### config.mk
export PLATFORM = sky130hd
export DESIGN_NAME = pcs_core
export DESIGN_NICKNAME = d
export VERILOG_FILES = /design/src/design/pcs_pkg.sv /design/src/design/pcs_stack_if.sv /design/src/design/pcs_core.sv /design/src/design/pcs_stack_mem.sv
export VERILOG_INCLUDE_DIRS = /design/src /design/src/design
export SDC_FILE = /design/constraint.sdc
export NUM_CORES = 1
export LEC_CHECK = 0
export BUFFER_PORTS_ARGS = -buffer_cell sky130_fd_sc_hd__buf_4
export CAP_MARGIN = 40
export CELL_PAD_IN_SITES_DETAIL_PLACEMENT = 0
export CELL_PAD_IN_SITES_GLOBAL_PLACEMENT = 1
export CORE_MARGIN = 3
export CORE_UTILIZATION = 35
export DETAILED_ROUTE_END_ITERATION = 8
export HOLD_SLACK_MARGIN = 0.08
export MAX_ROUTING_LAYER = met4
export PLACE_DENSITY = 0.74
export SETUP_SLACK_MARGIN = 0.02
export SYNTH_ARGS = -nofsm -noshare
export SYNTH_HDL_FRONTEND = slang
export SYNTH_SLANG_ARGS = --single-unit
### constraint.sdc
create_clock -name clk_i -period 3.4 [get_ports clk_i]
set_clock_uncertainty 0.05 [all_clocks]
set_input_delay 0.17 -clock clk_i [delete_from_list [all_inputs] [get_ports clk_i]]
set_output_delay 0.17 -clock clk_i [all_outputs]
set_load 0.01 [all_outputs]
### src/design/pcs_defs.svh
/*
  Constants for the program counter, return stack and indirect addressing block.
  Assumes inclusion by bare name from the design files.
*/
`ifndef PCS_DEFS_SVH
`define PCS_DEFS_SVH

`define PCS_PC_W        13
`define PCS_PC_RESET    13'h0000
`define PCS_LATCH_W     5
`define PCS_DEPTH       8
`define PCS_PTR_W       3
`define PCS_FAR_LO_W    11
`define PCS_DADDR_W     9
`define PCS_PORT_ADDR   8'h00
`define PCS_ZERO_BYTE   8'h00

`endif

### src/design/pcs_pkg.sv
/*
  Types for the program counter block.
  Assumes the defs header is on the include path.
*/
`include "pcs_defs.svh"

package pcs_pkg;
  typedef logic [`PCS_PC_W-1:0]    pcs_pc_t;
  typedef logic [`PCS_PTR_W-1:0]   pcs_ptr_t;
  typedef logic [`PCS_DADDR_W-1:0] pcs_daddr_t;

  typedef enum logic [2:0] {
    PCS_OP_STEP   = 3'h0,
    PCS_OP_LOW    = 3'h1,
    PCS_OP_FAR    = 3'h2,
    PCS_OP_CALL   = 3'h3,
    PCS_OP_RET    = 3'h4,
    PCS_OP_VECTOR = 3'h5,
    PCS_OP_HOLD   = 3'h6
  } pcs_op_t;
endpackage

### src/design/pcs_stack_if.sv
/*
  Push/pop carrier between the counter logic and the return stack memory.
  Assumes one clock shared by both ends.
*/
`timescale 1ns/10ps
`include "pcs_defs.svh"

interface pcs_stack_if;
  logic            push;
  logic            pop;
  pcs_pkg::pcs_pc_t wdata;
  pcs_pkg::pcs_pc_t rdata;

  modport ctrl (output push, output pop, output wdata, input rdata);
  modport mem  (input push, input pop, input wdata, output rdata);
endinterface

### src/design/pcs_core.sv
/*
  Program counter, return stack and indirect address path.
  Assumes the execute logic gives one op per executed instruction, synchronous inputs.
*/
`timescale 1ns/10ps
`include "pcs_defs.svh"

module pcs_core (
  input  wire logic                     clk_i,
  input  wire logic                     reset_n_i,
  input  wire logic [2:0]               op_i,
  input  wire logic [7:0]               low_wdata_i,
  input  wire logic [`PCS_FAR_LO_W-1:0] far_addr_i,
  input  wire logic [`PCS_PC_W-1:0]     vector_i,
  input  wire logic                     latch_we_i,
  input  wire logic [`PCS_LATCH_W-1:0]  latch_wdata_i,
  input  wire logic [7:0]               pointer_i,
  input  wire logic                     indirect_bank_bit_i,
  input  wire logic                     ind_access_i,
  input  wire logic                     ind_we_i,
  input  wire logic [7:0]               mem_rdata_i,
  output logic      [`PCS_PC_W-1:0]     pc_o,
  output logic      [7:0]               counter_low_byte_reg_o,
  output logic      [`PCS_LATCH_W-1:0]  counter_high_latch_o,
  output logic      [`PCS_DADDR_W-1:0]  data_addr_o,
  output logic                          data_we_o,
  output logic      [7:0]               ind_rdata_o
);
  pcs_pkg::pcs_pc_t             pc_q;
  pcs_pkg::pcs_pc_t             pc_d;
  logic [`PCS_LATCH_W-1:0]      latch_q;
  pcs_pkg::pcs_op_t             op;
  logic                         self_sel;

  pcs_stack_if stk ();

  pcs_stack_mem u_stack (
    .clk_i     (clk_i),
    .reset_n_i (reset_n_i),
    .stk       (stk)
  );

  assign op = pcs_pkg::pcs_op_t'(op_i);

  assign stk.push  = (op == pcs_pkg::PCS_OP_CALL) || (op == pcs_pkg::PCS_OP_VECTOR);
  assign stk.pop   = (op == pcs_pkg::PCS_OP_RET);
  assign stk.wdata = pc_q + 13'h0001;

  always_comb begin
    pc_d = pc_q;
    unique case (op)
      pcs_pkg::PCS_OP_STEP:   pc_d = pc_q + 13'h0001;
      // Latch joins the written low byte
      pcs_pkg::PCS_OP_LOW:    pc_d = {latch_q, low_wdata_i};
      pcs_pkg::PCS_OP_FAR:    pc_d = {latch_q[4:3], far_addr_i};
      pcs_pkg::PCS_OP_CALL:   pc_d = {latch_q[4:3], far_addr_i};
      pcs_pkg::PCS_OP_RET:    pc_d = stk.rdata;
      pcs_pkg::PCS_OP_VECTOR: pc_d = vector_i;
      pcs_pkg::PCS_OP_HOLD:   pc_d = pc_q;
      default:                pc_d = pc_q;
    endcase
  end

  // Upper bits from latch on low, far and call ops; step, return and vector take them from elsewhere
  always_ff @(posedge clk_i) begin
    if (!reset_n_i) begin
      pc_q <= `PCS_PC_RESET;
    end else begin
      pc_q <= pc_d;
    end
  end

  // Latch touched only by its own write and by reset
  always_ff @(posedge clk_i) begin
    if (!reset_n_i) begin
      latch_q <= 5'h00;
    end else if (latch_we_i) begin
      latch_q <= latch_wdata_i;
    end
  end

  assign pc_o                   = pc_q;
  assign counter_low_byte_reg_o = pc_q[7:0];
  assign counter_high_latch_o   = latch_q;

  assign data_addr_o = {indirect_bank_bit_i, pointer_i};
  assign self_sel    = (pointer_i == `PCS_PORT_ADDR);
  assign data_we_o   = ind_access_i && ind_we_i && !self_sel;

  always_ff @(posedge clk_i) begin
    if (!reset_n_i) begin
      ind_rdata_o <= `PCS_ZERO_BYTE;
    end else if (ind_access_i && !ind_we_i) begin
      ind_rdata_o <= self_sel ? `PCS_ZERO_BYTE : mem_rdata_i;
    end
  end

  a_reset_clear: assert property (@(posedge clk_i)
    !reset_n_i |=> pc_o == 13'h0000)
    else $error("counter not cleared by reset");

  a_low_write_load: assert property (@(posedge clk_i) disable iff (!reset_n_i)
    op == pcs_pkg::PCS_OP_LOW |=> pc_o == {$past(latch_q), $past(low_wdata_i)})
    else $error("low write did not load latch bits");

  a_far_top_bits: assert property (@(posedge clk_i) disable iff (!reset_n_i)
    (op == pcs_pkg::PCS_OP_FAR || op == pcs_pkg::PCS_OP_CALL)
    |=> pc_o[12:11] == $past(latch_q[4:3]) && pc_o[10:0] == $past(far_addr_i))
    else $error("far jump top bits wrong");

  a_step_inc: assert property (@(posedge clk_i) disable iff (!reset_n_i)
    op == pcs_pkg::PCS_OP_STEP |=> pc_o == $past(pc_o) + 13'h0001)
    else $error("counter did not step");

  a_call_return: assert property (@(posedge clk_i) disable iff (!reset_n_i)
    op == pcs_pkg::PCS_OP_CALL ##1 op == pcs_pkg::PCS_OP_RET
    |=> pc_o == $past(pc_o, 2) + 13'h0001)
    else $error("return did not restore call address");

  a_latch_kept: assert property (@(posedge clk_i) disable iff (!reset_n_i)
    (stk.push || stk.pop) && !latch_we_i |=> $stable(counter_high_latch_o))
    else $error("stack op changed latch");

  a_self_write: assert property (@(posedge clk_i) disable iff (!reset_n_i)
    pointer_i == 8'h00 |-> !data_we_o)
    else $error("write through self pointer");

  a_self_read: assert property (@(posedge clk_i) disable iff (!reset_n_i)
    ind_access_i && !ind_we_i && pointer_i == 8'h00 |=> ind_rdata_o == 8'h00)
    else $error("self pointer read not zero");

  a_ind_addr: assert property (@(posedge clk_i) disable iff (!reset_n_i)
    data_addr_o[8] == indirect_bank_bit_i && data_addr_o[7:0] == pointer_i)
    else $error("indirect address malformed");
endmodule

### src/design/pcs_stack_mem.sv
/*
  Eight-entry circular return stack with a hidden pointer.
  Assumes push and pop are never asserted together.
*/
`timescale 1ns/10ps
`include "pcs_defs.svh"

module pcs_stack_mem (
  input  wire logic clk_i,
  input  wire logic reset_n_i,
  pcs_stack_if.mem  stk
);
  pcs_pkg::pcs_pc_t  mem_q [`PCS_DEPTH];
  pcs_pkg::pcs_ptr_t ptr_q;
  pcs_pkg::pcs_ptr_t ptr_dn;

  assign ptr_dn = ptr_q - 3'h1;

  always_ff @(posedge clk_i) begin
    if (!reset_n_i) begin
      ptr_q <= 3'h0;
    end else if (stk.push) begin
      ptr_q <= ptr_q + 3'h1;
    end else if (stk.pop) begin
      ptr_q <= ptr_dn;
    end
  end

  always_ff @(posedge clk_i) begin
    if (stk.push) begin
      mem_q[ptr_q] <= stk.wdata;
    end
  end

  // Top entry combinational so pop lands in one cycle
  assign stk.rdata = mem_q[ptr_dn];

  a_wrap_ptr: assert property (@(posedge clk_i) disable iff (!reset_n_i)
    stk.push |=> ptr_q == $past(ptr_q) + 3'h1)
    else $error("stack pointer did not advance on push");
endmodule

# ---- After elaboration in Yosys (flattened, before gate mapping)
# Memory sizes are Yosys's and may differ from the RTL's.
# Index checks and enable logic that the tools add are counted.
dict set report totals {
  reg_bits 29
  ram_bits 104
  in_bits 62
  output_inout_bits 44
  elab_cells 30
  n_memories 1
}
dict set report op_classes {
  n_addsub 3
  n_eq_ne 5
  n_mux 6
  n_reduce_logical 11
}
# name depth width rd rd_clocked_by_memory_dff wr line
set memory_table {}
lappend memory_table {u_stack.mem_q 8 13 1 0 1 pcs_stack_mem.sv:13} ;# pcs_pkg::pcs_pc_t mem_q [`PCS_DEPTH];
# operator n
set op_table {}
lappend op_table {{13-bit case mux with 5 select lines} 1}
lappend op_table {{13-bit by 1-bit adder with 13-bit output (second input constant)} 1}
lappend op_table {{8-bit logical NOT} 1}
lappend op_table {{8-bit 2-to-1 mux} 1}
lappend op_table {{3-bit by 2-bit equality test with 1-bit output (second input constant)} 2}
lappend op_table {{3-bit equality test (second input constant)} 2}
lappend op_table {{3-bit 2-to-1 mux} 2}
lappend op_table {{5-bit nonzero test} 1}
lappend op_table {{3-bit by 1-bit adder with 3-bit output (second input constant)} 1}
lappend op_table {{3-bit by 1-bit equality test with 1-bit output (second input constant)} 1}
lappend op_table {{1-bit logical AND} 3}
lappend op_table {{3-bit logical NOT} 1}
lappend op_table {{3-bit by 1-bit subtractor with 3-bit output (second input constant)} 1}
lappend op_table {{1-bit logical NOT} 2}
lappend op_table {{1-bit 2-to-1 mux} 2}
lappend op_table {{2-bit nonzero test} 1}
lappend op_table {{2-bit OR reduction} 1}
lappend op_table {{1-bit logical OR} 1}

# ---- Longest topological paths before layout
dict set report depth {
  ltp_word 4
  depth_mapped 10
  depth_no_buf 7
}

# ---- Modules after synthesis
# A second synthesis with hierarchy kept.
dict set report unflattened {
  hier_cells 498
  area_unflattened_um2 6262.3
}
# module instances cells_per_inst area_per_inst_um2 seq_area_each_um2
set by_module_without_submodules {}
lappend by_module_without_submodules {pcs_stack_mem 1 273 4349.2 3183.1}
lappend by_module_without_submodules {pcs_core 1 225 1913.1 520.5}

# ---- Worst setup path before layout
# Ideal clock, no wire load.
dict set report synth_timing {
  kind {register to register}
  startpoint {register u_stack.ptr_q[0]}
  endpoint {register pc_q[4], in the netlist pc_o[4]}
  setup_ns 0.132
  arrival_ns 2.377
  setup_slack_ns 0.841
  stages_incl_launch_ff 10
  period_less_slack_ns 2.559
  cell_sequence {dfxtp_1 > buf_6 > buf_2 > inv_1 > ha_1 > buf_2 > buf_1 > mux4_2 > a221oi_1 > a31oi_1}
}
dict set report synth_between {
  elab_chain_len 3
}
# element line
set synth_rtl {}
lappend synth_rtl {{start, declared} pcs_stack_mem.sv:14} ;# pcs_pkg::pcs_ptr_t ptr_q;
lappend synth_rtl {{start signal, assigned} pcs_stack_mem.sv:23} ;# ptr_q <= ptr_q + 3'h1;
lappend synth_rtl {{start signal, assigned} pcs_stack_mem.sv:25} ;# ptr_q <= ptr_dn;
lappend synth_rtl {{3-bit by 1-bit subtractor with 3-bit output} pcs_stack_mem.sv:17} ;# assign ptr_dn = ptr_q - 3'h1;
lappend synth_rtl {{memory read 8 x 13 bit} -}
lappend synth_rtl {{13-bit case mux with 5 select lines} pcs_core.sv:51} ;# unique case (op)
lappend synth_rtl {{end signal, assigned} pcs_core.sv:67} ;# pc_q <= `PCS_PC_RESET;
lappend synth_rtl {{end signal, assigned} pcs_core.sv:69} ;# pc_q <= pc_d;
lappend synth_rtl {{end, declared} pcs_core.sv:29} ;# pcs_pkg::pcs_pc_t pc_q;
# No other way between the ends.
# A chain may end at the register's enable or synchronous reset.

# ---- Worst setup path after layout
dict set report layout_timing {
  startpoint {register u_stack.ptr_q[0]}
  endpoint {register pc_q[6], in the netlist pc_o[6]}
}
# The elaborated chain is that of the path after synthesis.

==> metrics <==
worst endpoint required time 3.65 ns; port buffer count 103; share of cells above drive strength 1 31.7%; startpoint class of the critical path flip-flop; status finished clean; highest net fanout along the worst path 14; synthesized area 5910 µm²; most common cell after layout, fill and taps aside buf_4; R2R Setup Slk 0.91 ns; DR WL/cell 20.1 µm; CP max-delay cell dfxtp_2; reg2reg end pc_o[6]; most frequent cells in the layout 119 x buf_4, 104 x edfxtp_1, 28 x dfxtp_1, 20 x mux4_2, 20 x dlygate4sd3_1; Clock transition at path regs 0.05 ns; n_diodes 0; Synth async-reset ratio 0%; CTS tree done; YS warnings 0; initial antenna violation count 0; total track usage 17.2%; Hold Path Stages 4; Post-synth EDFFs 104; Lkg Pwr 2.74 nW; Mapped Cells 409; prevailing post-synth register cell edfxtp_1; fmax 401 MHz; total number of H-tree levels 4; hold_ws 0.104 ns; first-pass GRT wire length 22.6 mm; Cell Area, Placed 6830 µm²; period utilization 73.3%; Initial DRC Count 303; core box area 16,200 µm²; final setup fails 0; Finished Cell Area 7600 µm²; endpoints failing hold 0; RD Place Congestion 0.850; Slew HR 50.0%; worst-path cell chain inv_1 -> ha_1 -> buf_4 -> mux4_2 -> a221o_1 -> o31ai_2 -> a21oi_1; Arr. time, crit path 2.74 ns; largest net degree at the start of global routing 36; RSZ-0062 raised after global routing no; I/O pin count 106; post-synth net total 474; Worst-Skew Late Latency 0.41 ns; drt total wl 15.2 mm; Rows 46; Reg-to-Reg Start u_stack.ptr_q[0]; worst stage delay on the critical path 0.60 ns; Hold/Removal Path Class in -> reg; worst vdd ir 0.388 mV; Die Width 136 µm; Area growth syn-to-layout 28.6%; DRT Pass-1 Iters 5; drt drc 0; DR vias 3,961; CP Class reg -> reg; initial core utilization 36.4%; final worst-path setup slack 0.906 ns; Die Y 136 µm; Routed Antenna Nets 0; crit path from u_stack.ptr_q[0]; clk buf depth 2; TNS Setup 0 ns; Congestion Overflow GR 0; die area 18,500 µm²; flops & latches, synth 133; HPWL Detailed 10.1 mm; worst slack, placed 0.873 ns; Slew @ Worst Pin 0.745 ns; post-synth cell types 48; Hold Path Sink pc_o[5]; number of global-route vias before repair 3,859; sequential fraction of the synthesis area 62.7%; clk root buf clkbuf_16; clock sink total 133; max_cap viols 0; CTS Buf Count 17; Pins Over Slew Limit 0; Worst Hold Launch far_addr_i[5]; vias per inst 5.26; Reg2Reg Depth 7; crit path capture type flip-flop; Nets 589; min Tclk post-route 2.49 ns; # Post-CTS Setup Buffers 0; Pwr Density 544 nW/µm²; PostCTS Resize Cnt 0; Avg Inst Size Synth 14.5 µm²
[worst max-delay path by stage]
stage | to | slack (ns) | depth (start not counted)
after detailed placement | pc_o[6] | 0.87 | 7
after global placement | pc_o[6] | 0.92 | 7
final | pc_o[6] | 0.91 | 7
after global routing | pc_o[6] | 0.67 | 7
after CTS | pc_o[6] | 0.87 | 7
after floorplan | pc_o[4] | 0.84 | 9
[critical path, delay by kind of cell, from the launching register on]
family                     cells  cell delay, ns
DFF                            1            0.60
adders and majority gates      1            0.34
AOI/OAI and AO/OA              3            0.65
buffers and inverters          2            0.40
muxes                          1            0.34
[cells in the mapped netlist, types with 2 or more instances]
cell	count	area, µm²
a211oi_1	3	22.5
a21boi_0	2	15.0
a21oi_1	19	95.1
a221oi_1	5	43.8
a22o_1	7	61.3
a22oi_1	15	113
a31oi_1	3	18.8
and2_1	5	31.3
and4_1	2	17.5
buf_1	5	18.8
buf_2	10	50.1
buf_4	18	135
buf_6	2	22.5
clkbuf_1	8	30.0
dfxtp_1	29	581
edfxtp_1	104	3120
ha_1	3	37.5
inv_1	5	18.8
mux2i_1	6	60.1
mux4_1	6	158
mux4_2	20	450
nand2_1	17	63.8
nand2b_1	5	31.3
nand3_1	13	65.1
nand4_1	4	25.0
nor2_1	13	48.8
nor2b_1	18	113
nor3_1	6	30.0
nor4_1	2	12.5
o21a_1	7	52.6
o21ai_0	11	55.1
o221ai_1	3	26.3
o22ai_1	5	31.3
o31ai_1	2	15.0
xnor2_1	12	105
xor2_1	2	17.5
[metrics by stage]
step,total power (W),utilization (%),instances
finish,0.00413,46.8,753
global route,0.00429,46.8,753
CTS,0.00417,46.8,753
detailed placement,0.00238,42.1,701
global placement,0.00237,42.1,701
floorplan,0.00219,-,409
[cells by family after synthesis]
kind of cell / share of synthesized area (%)
buffers and inverters: 4.66
AOI/OAI and AO/OA: 10.2
adders and majority gates: 0.635
muxes: 11.3
and+or+nand+nor: 8.47
xor gates and xnor gates: 2.07
DFF: 62.7
[per-layer routing]
layer	GRT usage [%]	vias up	part of all wire, %
met5	-	-	0
met4	4.42	0	1.4
met3	5.29	23	8.4
met2	26.0	177	46
met1	22.8	1946	44
li1	-	1815	-
[sequential cells by signal, summed over array words and instances (netlist names)]
signal,flops
counter_high_latch_o,5
pc_o,13
ind_rdata_o,8
u_stack.ptr_q,3
u_stack.mem_q,104
[cell type report]
class / instances / area [µm²]
clock buffers: 19 / 433
clock inverters: 13 / 139
fillers: 1460 / 8630
inverters: 5 / 18.8
multi-input cells: 228 / 1940
flip-flops and latches: 133 / 3700
well taps: 216 / 270
repair buffers: 139 / 1090
[what timing repair did]
| action | CTS | global route |
|---|---|---|
| setup endpoints to repair | 0 | 0 |
| hold buffers | 20 | 0 |
| hold endpoints to repair | 15 | 0 |
[power breakdown]
part           internal (W)  switching (W)
sequential          0.00182      0.0000566
clock               0.00113       0.000630
combinational      0.000245       0.000243
No activity file was read; power rests on OpenSTA's default activity.
